### src/stopwatch_params.svh
// Register map, field positions, reset values and count limits
`ifndef STOPWATCH_PARAMS_SVH
`define STOPWATCH_PARAMS_SVH

// ********************************************************
// Register indices on the nibble register port
// ********************************************************
`define SW_IDX_CTRL_A 3'h0
`define SW_IDX_CTRL_B 3'h1
`define SW_IDX_DIG_L 3'h2
`define SW_IDX_DIG_M 3'h3
`define SW_IDX_DIG_H 3'h4

// ********************************************************
// Field positions
// ********************************************************
`define SW_A_RUN 3
`define SW_A_PIN 2
`define SW_A_MEAS 1
`define SW_A_CLR 0
`define SW_B_DEB 3
`define SW_B_EDGE 2
`define SW_B_IRQP 1
`define SW_B_SECF 0

// ********************************************************
// Reset values and count limits
// ********************************************************
`define SW_RST_BIT 1'b0
`define SW_RST_NIBBLE 4'h0
`define SW_DIGIT_MAX 4'h9
`define SW_COUNT_ZERO 12'h000
`define SW_COUNT_PRE_TOP 12'h998
`define SW_COUNT_TOP 12'h999
`define SW_LOW_TOP 8'h99

`endif

### src/stopwatch_pkg.sv
// Types shared by the stopwatch design files
package stopwatch_pkg;

    // One register nibble or one BCD digit
    typedef logic [3:0] nibble_t;

    // Run state of the counter
    typedef enum logic [2:0] {
        ST_IDLE,
        ST_RUN_CPU,
        ST_ARMED,
        ST_RUN_PIN,
        ST_WAIT_STOP
    } run_state_t;

endpackage

### src/trigger_debounce.sv
// Debouncer for the synchronised trigger pin level
`timescale 1ns/10ps
`default_nettype none
`include "stopwatch_params.svh"

module trigger_debounce #(
    parameter int SAMPLES = 2
) (
    input wire logic clk,
    input wire logic rst,
    input wire logic pin_level,
    input wire logic tap_tick,
    output logic stable
);

    logic [SAMPLES-1:0] samples_ff;

    // ********************************************************
    // Sample on the debounce tap, accept a level only once
    // every sample agrees; reset to the pulled-up idle level
    // so no false trigger edge follows reset
    // ********************************************************
    always_ff @(posedge clk) begin
        if (rst) begin
            samples_ff <= '1;
        end else if (tap_tick) begin
            samples_ff <= {samples_ff[SAMPLES-2:0], pin_level};
        end
    end

    // Stable level moves only on full agreement, so a bounce
    // shorter than one tap period never reaches the counter
    always_ff @(posedge clk) begin
        if (rst) begin
            stable <= 1'b1; // Idle pin level
        end else if (&samples_ff) begin
            stable <= 1'b1;
        end else if (~|samples_ff) begin
            stable <= 1'b0;
        end
    end

endmodule
`default_nettype wire

### src/bcd_count.sv
// Three digit BCD millisecond counter with carry outputs
`timescale 1ns/10ps
`default_nettype none
`include "stopwatch_params.svh"

module bcd_count #(
    parameter int DIGITS = 3
) (
    input wire logic clk,
    input wire logic rst,
    input wire logic clear,
    input wire logic advance,
    output logic [4*DIGITS-1:0] count,
    output logic tenth_carry,
    output logic wrap
);
    import stopwatch_pkg::*;

    logic [DIGITS:0] carry;

    assign carry[0] = advance;
    // Carry out of the two low digits marks a tenth of a second
    assign tenth_carry = carry[2] & ~clear;
    assign wrap = carry[DIGITS] & ~clear;

    // ********************************************************
    // One decade per digit, carry chained upward
    // ********************************************************
    genvar i;
    generate
        for (i = 0; i < DIGITS; i++) begin : g_digit
            nibble_t dig;
            assign dig = count[4*i +: 4];
            assign carry[i+1] = carry[i] & (dig == `SW_DIGIT_MAX);
            // Clear beats an advance in the same cycle
            always_ff @(posedge clk) begin
                if (rst || clear) begin
                    count[4*i +: 4] <= `SW_RST_NIBBLE;
                end else if (carry[i]) begin
                    count[4*i +: 4] <= (dig == `SW_DIGIT_MAX) ?
                        `SW_RST_NIBBLE : dig + 4'h1;
                end
            end
        end
    endgenerate

endmodule
`default_nettype wire

### src/millisecond_bcd_stopwatch.sv
// Millisecond BCD stopwatch with register port and pin trigger
//
// Contract
// - Pin trigger is debounced on the fast or slow prescaler tap.
// - Debounce select resets to fast tap; irq period to a tenth.
// - Edge select picks active edge, 0 falling; ignored under CPU.
// - Trigger edge select is private to this counter.
// - Interrupt request every tenth second or every second.
// - Internal trigger is pin level when select is 1, else inverted.
// - Pulse mode: start on rise, stop on fall, clear run enable.
// - Toggle mode: active edges start, stop, restart; enable kept.
// - Under pin control run enable only arms; first edge starts.
// - Under CPU control count follows run enable, pin ignored.
// - CPU run enable starts at once; mode select needs pin control.
// - After switch to pin stop, next rise stops the counter.
// - Writing clear zeroes the count only; bit reads as zero.
// - Every reset stops the counter and clears the count.
// - Count is read only: low, middle, high digit nibbles.
// - Count spans 000 to 999 in BCD.
// - Seconds flag sets at 999, clears on control b read.
// - Changing edge select may itself start or stop the counter.
//
// Our own choices: the register addresses and the address-and-strobe port.
`timescale 1ns/10ps
`default_nettype none
`include "stopwatch_params.svh"

module millisecond_bcd_stopwatch #(
    parameter int DEB_SAMPLES = 2
) (
    input wire logic SYS_CLK,
    input wire logic SYS_RST,
    input wire logic [2:0] ADDR,
    input wire stopwatch_pkg::nibble_t WDATA,
    input wire logic WR_STB,
    input wire logic RD_STB,
    output stopwatch_pkg::nibble_t RDATA,
    input wire logic TRIGGER_PIN,
    input wire logic FAST_TAP_TICK,
    input wire logic SLOW_TAP_TICK,
    input wire logic MS_TICK,
    output logic STOPWATCH_IRQ
);
    import stopwatch_pkg::*;

    // ********************************************************
    // Declarations
    // ********************************************************
    logic wr_a;
    logic wr_b;
    logic rd_b;
    logic counter_clear;
    logic run_enable_ff;
    logic pin_ctrl_ff;
    logic meas_ff;
    logic deb_sel_ff;
    logic edge_sel_ff;
    logic irq_period_ff;
    logic seconds_flag_ff;
    logic pin_meta_ff;
    logic pin_sync_ff;
    logic deb_level;
    logic deb_tick;
    logic internal_trigger;
    logic trig_prev_ff;
    logic trig_rise;
    logic trig_fall;
    run_state_t state_ff;
    run_state_t nxt_state;
    logic hw_stop;
    logic counting;
    logic advance;
    logic reach_top;
    logic [11:0] count;
    logic tenth_carry;
    logic wrap;

    // ********************************************************
    // Register port decode
    // ********************************************************

    // Address compare for the two writable and the flag register
    assign wr_a = WR_STB && (ADDR == `SW_IDX_CTRL_A);
    assign wr_b = WR_STB && (ADDR == `SW_IDX_CTRL_B);
    assign rd_b = RD_STB && (ADDR == `SW_IDX_CTRL_B);

    // Clear is a write side effect only, never stored
    assign counter_clear = wr_a && WDATA[`SW_A_CLR];

    // ********************************************************
    // Control register a
    // ********************************************************

    // Mode bits; reset leaves CPU control and start-stop mode
    always_ff @(posedge SYS_CLK) begin
        if (SYS_RST) begin
            pin_ctrl_ff <= `SW_RST_BIT;
            meas_ff <= `SW_RST_BIT;
        end else if (wr_a) begin
            pin_ctrl_ff <= WDATA[`SW_A_PIN];
            meas_ff <= WDATA[`SW_A_MEAS];
        end
    end

    // Run enable: a software write wins over the hardware
    // clear at a pulse end, so a fresh arm is never lost
    always_ff @(posedge SYS_CLK) begin
        if (SYS_RST) begin
            run_enable_ff <= `SW_RST_BIT;
        end else if (wr_a) begin
            run_enable_ff <= WDATA[`SW_A_RUN];
        end else if (hw_stop) begin
            run_enable_ff <= 1'b0;
        end
    end

    // ********************************************************
    // Control register b
    // ********************************************************

    // Debounce tap, trigger edge and interrupt period
    always_ff @(posedge SYS_CLK) begin
        if (SYS_RST) begin
            deb_sel_ff <= `SW_RST_BIT;
            edge_sel_ff <= `SW_RST_BIT;
            irq_period_ff <= `SW_RST_BIT;
        end else if (wr_b) begin
            deb_sel_ff <= WDATA[`SW_B_DEB];
            edge_sel_ff <= WDATA[`SW_B_EDGE];
            irq_period_ff <= WDATA[`SW_B_IRQP];
        end
    end

    // Seconds flag: reaching 999 beats the read clear
    always_ff @(posedge SYS_CLK) begin
        if (SYS_RST) begin
            seconds_flag_ff <= `SW_RST_BIT;
        end else if (reach_top) begin
            seconds_flag_ff <= 1'b1;
        end else if (rd_b) begin
            seconds_flag_ff <= 1'b0;
        end
    end

    // ********************************************************
    // Trigger path
    // ********************************************************

    // Two flops before the pin reaches any logic; reset to the
    // pulled-up idle level to match the debouncer
    always_ff @(posedge SYS_CLK) begin
        if (SYS_RST) begin
            pin_meta_ff <= 1'b1;
            pin_sync_ff <= 1'b1;
        end else begin
            pin_meta_ff <= TRIGGER_PIN;
            pin_sync_ff <= pin_meta_ff;
        end
    end

    // Select 0 takes the fast tap; the slow tap saves power
    // at the cost of millisecond resolution on the edges
    assign deb_tick = deb_sel_ff ? SLOW_TAP_TICK : FAST_TAP_TICK;

    trigger_debounce #(
        .SAMPLES(DEB_SAMPLES)
    ) u_debounce (
        .clk(SYS_CLK),
        .rst(SYS_RST),
        .pin_level(pin_sync_ff),
        .tap_tick(deb_tick),
        .stable(deb_level)
    );

    // Polarity uses only this counter's own select, so a
    // change of the select alone can make an edge
    assign internal_trigger = edge_sel_ff ? deb_level : ~deb_level;

    // Edge detect on the internal trigger
    always_ff @(posedge SYS_CLK) begin
        if (SYS_RST) begin
            trig_prev_ff <= `SW_RST_BIT;
        end else begin
            trig_prev_ff <= internal_trigger;
        end
    end

    assign trig_rise = internal_trigger & ~trig_prev_ff;
    assign trig_fall = ~internal_trigger & trig_prev_ff;

    // ********************************************************
    // Run state machine
    // ********************************************************

    // Edges are only looked at in the pin states, so under
    // CPU control neither edge nor mode select has effect
    always_comb begin
        nxt_state = state_ff;
        hw_stop = 1'b0;
        case (state_ff)
            ST_IDLE: begin
                if (run_enable_ff && !pin_ctrl_ff) begin
                    nxt_state = ST_RUN_CPU;
                end else if (run_enable_ff) begin
                    nxt_state = ST_ARMED;
                end
            end
            ST_RUN_CPU: begin
                if (!run_enable_ff) begin
                    nxt_state = ST_IDLE;
                end else if (pin_ctrl_ff) begin
                    nxt_state = ST_WAIT_STOP;
                end
            end
            ST_ARMED: begin
                if (!run_enable_ff) begin
                    nxt_state = ST_IDLE;
                end else if (!pin_ctrl_ff) begin
                    nxt_state = ST_RUN_CPU;
                end else if (trig_rise) begin
                    nxt_state = ST_RUN_PIN;
                end
            end
            ST_RUN_PIN: begin
                if (!run_enable_ff) begin
                    nxt_state = ST_IDLE;
                end else if (!pin_ctrl_ff) begin
                    nxt_state = ST_RUN_CPU;
                end else if (meas_ff && trig_fall) begin
                    nxt_state = ST_IDLE;
                    hw_stop = 1'b1;
                end else if (!meas_ff && trig_rise) begin
                    nxt_state = ST_ARMED;
                end
            end
            ST_WAIT_STOP: begin
                if (!run_enable_ff) begin
                    nxt_state = ST_IDLE;
                end else if (!pin_ctrl_ff) begin
                    nxt_state = ST_RUN_CPU;
                end else if (trig_rise && meas_ff) begin
                    nxt_state = ST_IDLE;
                    hw_stop = 1'b1;
                end else if (trig_rise) begin
                    nxt_state = ST_ARMED;
                end
            end
            default: begin
                nxt_state = ST_IDLE;
            end
        endcase
    end

    always_ff @(posedge SYS_CLK) begin
        if (SYS_RST) begin
            state_ff <= ST_IDLE;
        end else begin
            state_ff <= nxt_state;
        end
    end

    assign counting = (state_ff == ST_RUN_CPU) ||
        (state_ff == ST_RUN_PIN) || (state_ff == ST_WAIT_STOP);

    // ********************************************************
    // BCD count
    // ********************************************************

    // One step per prescaler millisecond tick while running
    assign advance = MS_TICK && counting;
    assign reach_top = advance && !counter_clear &&
        (count == `SW_COUNT_PRE_TOP);

    bcd_count #(
        .DIGITS(3)
    ) u_count (
        .clk(SYS_CLK),
        .rst(SYS_RST),
        .clear(counter_clear),
        .advance(advance),
        .count(count),
        .tenth_carry(tenth_carry),
        .wrap(wrap)
    );

    // Interrupt request pulse for the interrupt controller
    always_ff @(posedge SYS_CLK) begin
        if (SYS_RST) begin
            STOPWATCH_IRQ <= `SW_RST_BIT;
        end else begin
            STOPWATCH_IRQ <= irq_period_ff ? wrap : tenth_carry;
        end
    end

    // ********************************************************
    // Read data, valid only in the cycle after the strobe
    // ********************************************************

    // Digits are read only: writes to them are dropped
    always_ff @(posedge SYS_CLK) begin
        if (SYS_RST || !RD_STB) begin
            RDATA <= `SW_RST_NIBBLE;
        end else begin
            case (ADDR)
                `SW_IDX_CTRL_A: begin
                    RDATA <= {run_enable_ff, pin_ctrl_ff, meas_ff,
                        1'b0};
                end
                `SW_IDX_CTRL_B: begin
                    RDATA <= {deb_sel_ff, edge_sel_ff, irq_period_ff,
                        seconds_flag_ff};
                end
                `SW_IDX_DIG_L: begin
                    RDATA <= count[3:0];
                end
                `SW_IDX_DIG_M: begin
                    RDATA <= count[7:4];
                end
                `SW_IDX_DIG_H: begin
                    RDATA <= count[11:8];
                end
                default: begin
                    RDATA <= `SW_RST_NIBBLE;
                end
            endcase
        end
    end
endmodule
`default_nettype wire

### config.mk
export PLATFORM = sky130hd
export DESIGN_NAME = millisecond_bcd_stopwatch
export DESIGN_NICKNAME = d
export VERILOG_FILES = /design/src/stopwatch_pkg.sv /design/src/trigger_debounce.sv /design/src/bcd_count.sv /design/src/millisecond_bcd_stopwatch.sv
export VERILOG_INCLUDE_DIRS = /design/src
export SDC_FILE = /design/constraint.sdc
export NUM_CORES = 1
export LEC_CHECK = 0
export ABC_AREA = 1
export BUFFER_PORTS_ARGS = -buffer_cell sky130_fd_sc_hd__buf_2
export CAP_MARGIN = 20
export CORE_MARGIN = 1
export CORE_UTILIZATION = 45
export CTS_CLUSTER_SIZE = 24
export DETAILED_ROUTE_END_ITERATION = 10
export PLACE_DENSITY = 0.64
export SLEW_MARGIN = 30
export SYNTH_ARGS = -nofsm -noshare
export SYNTH_HDL_FRONTEND = slang
export SYNTH_HIERARCHICAL = 1
export SYNTH_SLANG_ARGS = --single-unit
### constraint.sdc
create_clock -name SYS_CLK -period 2 [get_ports SYS_CLK]
set_input_delay 0.4 -clock SYS_CLK [delete_from_list [all_inputs] [get_ports SYS_CLK]]
set_output_delay 0.4 -clock SYS_CLK [all_outputs]
set_load 0.02 [all_outputs]
### Yosys cells after proc, flatten, opt, wreduce, memory -nomap -nowiden

Cells that the tools add are included.

* flip-flop bits (word level): 33
* bits in latches: 0
* bits in writable memories: 0
* memory bits (read-only): 0
* input bits: 15
* output and inout bits: 5
* word-level logic and storage cells: 110
* memories kept: 0

* add/subtract/negate cells: 3
* $mul: 0
* div/mod/pow operators: 0
* $lt $le $gt $ge: 0
* eq/ne operators: 17
* shifts and indexed selects: 0
* mux-type cells: 34
* bitwise gates (word level): 11
* reductions and logical operators: 27

Operators with widths (number)
* two-way mux 3 bit: 15
* one-hot mux 4 bit (5 select lines): 1
* one-hot mux 3 bit (5 select lines): 1
* two-way mux 1 bit: 13
* adder 4 x 1 -> 4 bit, second input constant: 3
* equality test 12 bit, second input constant: 1
* equality test 3 x 2 -> 1 bit, second input constant: 4
* equality test 4 bit, second input constant: 3
* two-way mux 4 bit: 3
* logical AND 1 bit: 11
* inequality test 5 bit, second input constant: 2
* bitwise AND 1 bit: 7
* equality test 3 x 1 -> 1 bit, second input constant: 2
* equality test 3 bit, second input constant: 2
* logical NOT 3 bit: 2
* inequality test 3 bit, second input constant: 2
* AND reduction 5 bit: 1
* logical NOT 1 bit: 4
* logical OR 1 bit: 4
* inequality test 4 bit, second input constant: 1
* NOT 1 bit: 4
* nonzero test 2 bit: 2
* OR reduction 2 bit: 2
* one-hot mux 1 bit (2 select lines): 1
* AND reduction 2 bit: 1

### Longest topological paths before layout

* word-level depth: 11
* mapped depth: 10
* mapped depth without buffers: 10

### Hierarchy

Netlist, hierarchy kept.

Modules (own cells, without submodules)
* millisecond_bcd_stopwatch: instances 1, cells an instance 161, area each 1058.5 um^2, sequential area each 360.3 um^2
* bcd_count: instances 1, cells an instance 89, area each 615.6 um^2, sequential area each 240.2 um^2
* trigger_debounce: instances 1, cells an instance 14, area each 106.4 um^2, sequential area each 60.1 um^2

### Worst setup path before layout

Ideal clock, no wire load.

* kind: register to register
* start point: register state_ff[1]
* end point: register STOPWATCH_IRQ
* setup time: 0.064 ns
* data arrival time: 1.546 ns
* required time: 1.936 ns
* setup slack: 0.390 ns
* stages on the path, launching flop included: 10
* buffers on the path: 0
* clock period less this slack: 1.610 ns
* path through: dfxtp_1 nor2_2 nand2_2 a31oi_2 nand3_2 nor2_4 nand2_4 nor3b_2 nor2_1 nor2_1

* word-level cells in the longest chain between the ends: 9
* elaborated cells on any way between the ends: 12
* those cells by class: eq/ne: 3; mux: 1; bitwise: 5; reduce/logical: 3

RTL lines
* start, declared: RTL line millisecond_bcd_stopwatch.sv:68 `run_state_t state_ff;`
* start signal, assigned: RTL line millisecond_bcd_stopwatch.sv:258 `state_ff <= nxt_state;`
* equality test 3 x 1 -> 1 bit or equality test 3 x 2 -> 1 bit (tied branches): RTL line millisecond_bcd_stopwatch.sv:262, millisecond_bcd_stopwatch.sv:263
* logical OR 1 bit: RTL line millisecond_bcd_stopwatch.sv:262 `assign counting = (state_ff == ST_RUN_CPU) ||`
* logical OR 1 bit (*): RTL line millisecond_bcd_stopwatch.sv:263 `(state_ff == ST_RUN_PIN) || (state_ff == ST_WAIT_STOP);`
* logical AND 1 bit (*): RTL line millisecond_bcd_stopwatch.sv:270 `assign advance = MS_TICK && counting;`
* via advance: RTL line millisecond_bcd_stopwatch.sv:72 `logic advance;`
* bitwise AND 1 bit (*) (3 in series): RTL line bcd_count.sv:34 `` assign carry[i+1] = carry[i] & (dig == `SW_DIGIT_MAX); ``
* bitwise AND 1 bit (*): RTL line bcd_count.sv:24 `assign wrap = carry[DIGITS] & ~clear;`
* via wrap: RTL line millisecond_bcd_stopwatch.sv:76 `logic wrap;`
* two-way mux 1 bit (*): RTL line millisecond_bcd_stopwatch.sv:291 `STOPWATCH_IRQ <= irq_period_ff ? wrap : tenth_carry;`
* end signal, assigned: RTL line millisecond_bcd_stopwatch.sv:289 `` STOPWATCH_IRQ <= `SW_RST_BIT; ``
* end signal, assigned: RTL line millisecond_bcd_stopwatch.sv:291
* end, declared: RTL line millisecond_bcd_stopwatch.sv:42 `output logic STOPWATCH_IRQ`

The timed path passes the listed nets; every way through them passes the cells marked *.
A chain may end at the register's enable or synchronous reset.

### Worst setup path in the final report

Same ends and word-level chain as after synthesis.

==> metrics.txt <==
# DRC=0; CP Max Fanout=6; most instantiated cells after synthesis=nand2_1, inv_1, nor2_1; GPL Wtd Cong=0.9135; insertion delay to the later sink of the worst-skew pair=0.29 ns; Synth Flop Type=dfxtp_1; Synth Area in Compound Gates=12.16%; DR WL/cell=11.95 um; Total GRT Usage=21.58%; first-pass GRT wire length=6734 um; Die Area=4212 um^2; Post-Route WL=4074 um; number of synthesized flops with an enable pin=0; Initial DRC Count=93; Clock Skew=0.005869 ns; Seq/Total Area, Yosys=37.10%; total gr overflow=0; pre-CTS setup slack=0.08498 ns; Via density=5.109; metal3 WL=205 um; setup violators final=0; Post-Synth Simple-Gate Area=40.48%; CP arrival=2.02 ns; vias=1742; Required @ worst endpoint=2.22 ns; largest net degree at the start of global routing=12; WL met1=1962 um; Layout Utilization=54.85%; Routed Antenna Nets=0; hold_buf cts=0; CTS sink count=33; Post-Layout Cell Count=341; CTS H-tree depth=2; asr flop ratio synth=0%; RSZ-0062 raised after global routing=false; Syn Inst Count=264; CTS resizes=0; Yosys top cell area share=37.10%; CTS clk-pin slew, worst paths=0.07 ns; fmax=554.0 MHz; TNS Setup=0 ns; initial core utilization=47.91%; Synth Register Bits=33; setup bufs post-CTS=0; Synth warnings=6; TritonRoute pass-1 iters=4; fillers=407; total CTS buffers=5; # rows=22; Die X-Extent=64.90 um; status=completed; Max VDD drop=474.5 uV; core footprint=3716 um^2; share of layout cells above drive strength 1=20.14%; worst slew pin tran=0.6598 ns; synth-to-layout area growth=14.48%; DR top layer=met4; min cycle time layout=1.805 ns; Die Span Y=64.90 um; final-report max-slew violation count=0; crit share post-route=90.25%; Final WS setup=0.1950 ns; post-synth cell types=30; Synth Area in XOR/XNOR=0.9838%; port bufs=19; Final Hold Vio Count=0; CTS tree=done; Placed Cells=333; adder-cell share of the synthesized area=0%; vias in the first global route=1545; clock root cell=clkbuf_8; main combinational cell family by area after synthesis=simple AND/OR/NAND/NOR gates; cell area after synthesis=1780 um^2; cell taking the most area after synthesis=dfxtp_1; Cell Pwr Density=775.9 nW/um^2; Diodes inserted=0; routed length on met2=1821 um; Post-Syn Nets=279; most frequent cell after synthesis=nand2_1; Clock Path Buffers=2; Avg Cell Area, Syn=6.744 um^2; DPL Wire Length=3179 um; dominant cells by area after synthesis=dfxtp_1, nand2_1, inv_1; Ports=20; Hold Path Class=input pin to flop; mux cell area share after synthesis=0%; Slew HR=55.85%; CP Launch Type=flop; CP Class=flop to flop; max-capacitance violation count=0; Nets=307; antenna violations before repair=0; P_leak=0.0008604 uW; Worst Setup End Kind=flop
## worst paths after layout
check | start | slack, ns | to | cells after the start
worst max-delay path | state_ff[1]$_SDFFE_PP0P_ | 0.20 | STOPWATCH_IRQ$_SDFF_PP0_ | 9
worst min-delay path | TRIGGER_PIN | 0.29 | pin_meta_ff$_SDFF_PP1_ | 2
worst max register to register | state_ff[1]$_SDFFE_PP0P_ | 0.20 | STOPWATCH_IRQ$_SDFF_PP0_ | 9
worst min register to register | pin_meta_ff$_SDFF_PP1_ | 0.41 | pin_sync_ff$_SDFF_PP1_ | 1
## area by class of cell
type | instances | area, um^2 | share of cell area, %
multi-input cells | 188 | 954.7 | 46.84
flip-flops and latches | 33 | 660.6 | 32.41
inverters | 41 | 155.1 | 7.612
repair buffers | 23 | 125.1 | 6.139
clock buffers | 6 | 72.57 | 3.560
well taps | 48 | 60.06 | 2.947
clock inverters | 2 | 10.01 | 0.4911
## layout by cell type (no fill, tap or decap), types with 5 or more instances in the layout
cell / n
a21oi_1: 14
buf_2: 19
clkbuf_8: 5
dfxtp_1: 33
inv_1: 36
nand2_1: 54
nand2_2: 5
nand3_1: 27
nand4_1: 8
nor2_1: 34
nor2_2: 5
o21ai_0: 12
o22ai_1: 5
## worst max-delay path, cell delays in order, from the launching register on
cell     delay, ns
dfxtp_1       0.37
nor2_2        0.20
nand2_2       0.12
a31oi_2       0.24
nand3_2       0.12
nor2_4        0.17
nand2_4       0.10
nor3b_2       0.21
nor2_1        0.08
nor2_1        0.12
## layer usage
| layer | vias to the layer above | global-route usage [%] |
|---|---|---|
| li1 | 910 | - |
| met1 | 787 | 26.15 |
| met4 | 0 | 10.56 |
| met2 | 37 | 34.11 |
| met5 | - | 0 |
| met3 | 8 | 6.866 |
## sequential cells by signal, summed over array words and instances, names as in the netlist
signal and count:
state_ff 3, deb_sel_ff 1, RDATA 4, u_debounce/stable 1, edge_sel_ff 1, trig_prev_ff 1, run_enable_ff 1, pin_sync_ff 1
u_count/g_digit.dig 12, irq_period_ff 1, seconds_flag_ff 1, u_debounce/samples_ff 2, pin_ctrl_ff 1, pin_meta_ff 1, STOPWATCH_IRQ 1, meas_ff 1
## cell families after synthesis
group | Yosys count
AO/OA/AOI/OAI | 38
buffers and inverters | 43
XOR/XNOR | 2
AND/OR/NAND/NOR | 148
flip-flops | 33
## per-stage QoR
step / cell area (um^2) / hold slack (ns) / power (uW)
floorplan: 1780 / 0.3895 / 1015
global placement: 1956 / 0.3949 / 1104
detailed placement: 1956 / 0.4011 / 1106
CTS: 2038 / 0.2853 / 1593
global route: 2038 / 0.2893 / 1672
finish: 2038 / 0.2947 / 1581
## power breakdown
group	internal, uW	total, uW	leakage (uW)	switching, uW
Sequential	690	731	0.000268	40.8
Clock	241	487	0.0000450	246
Combinational	136	364	0.000548	227
No activity file was read; power rests on OpenSTA's default activity.
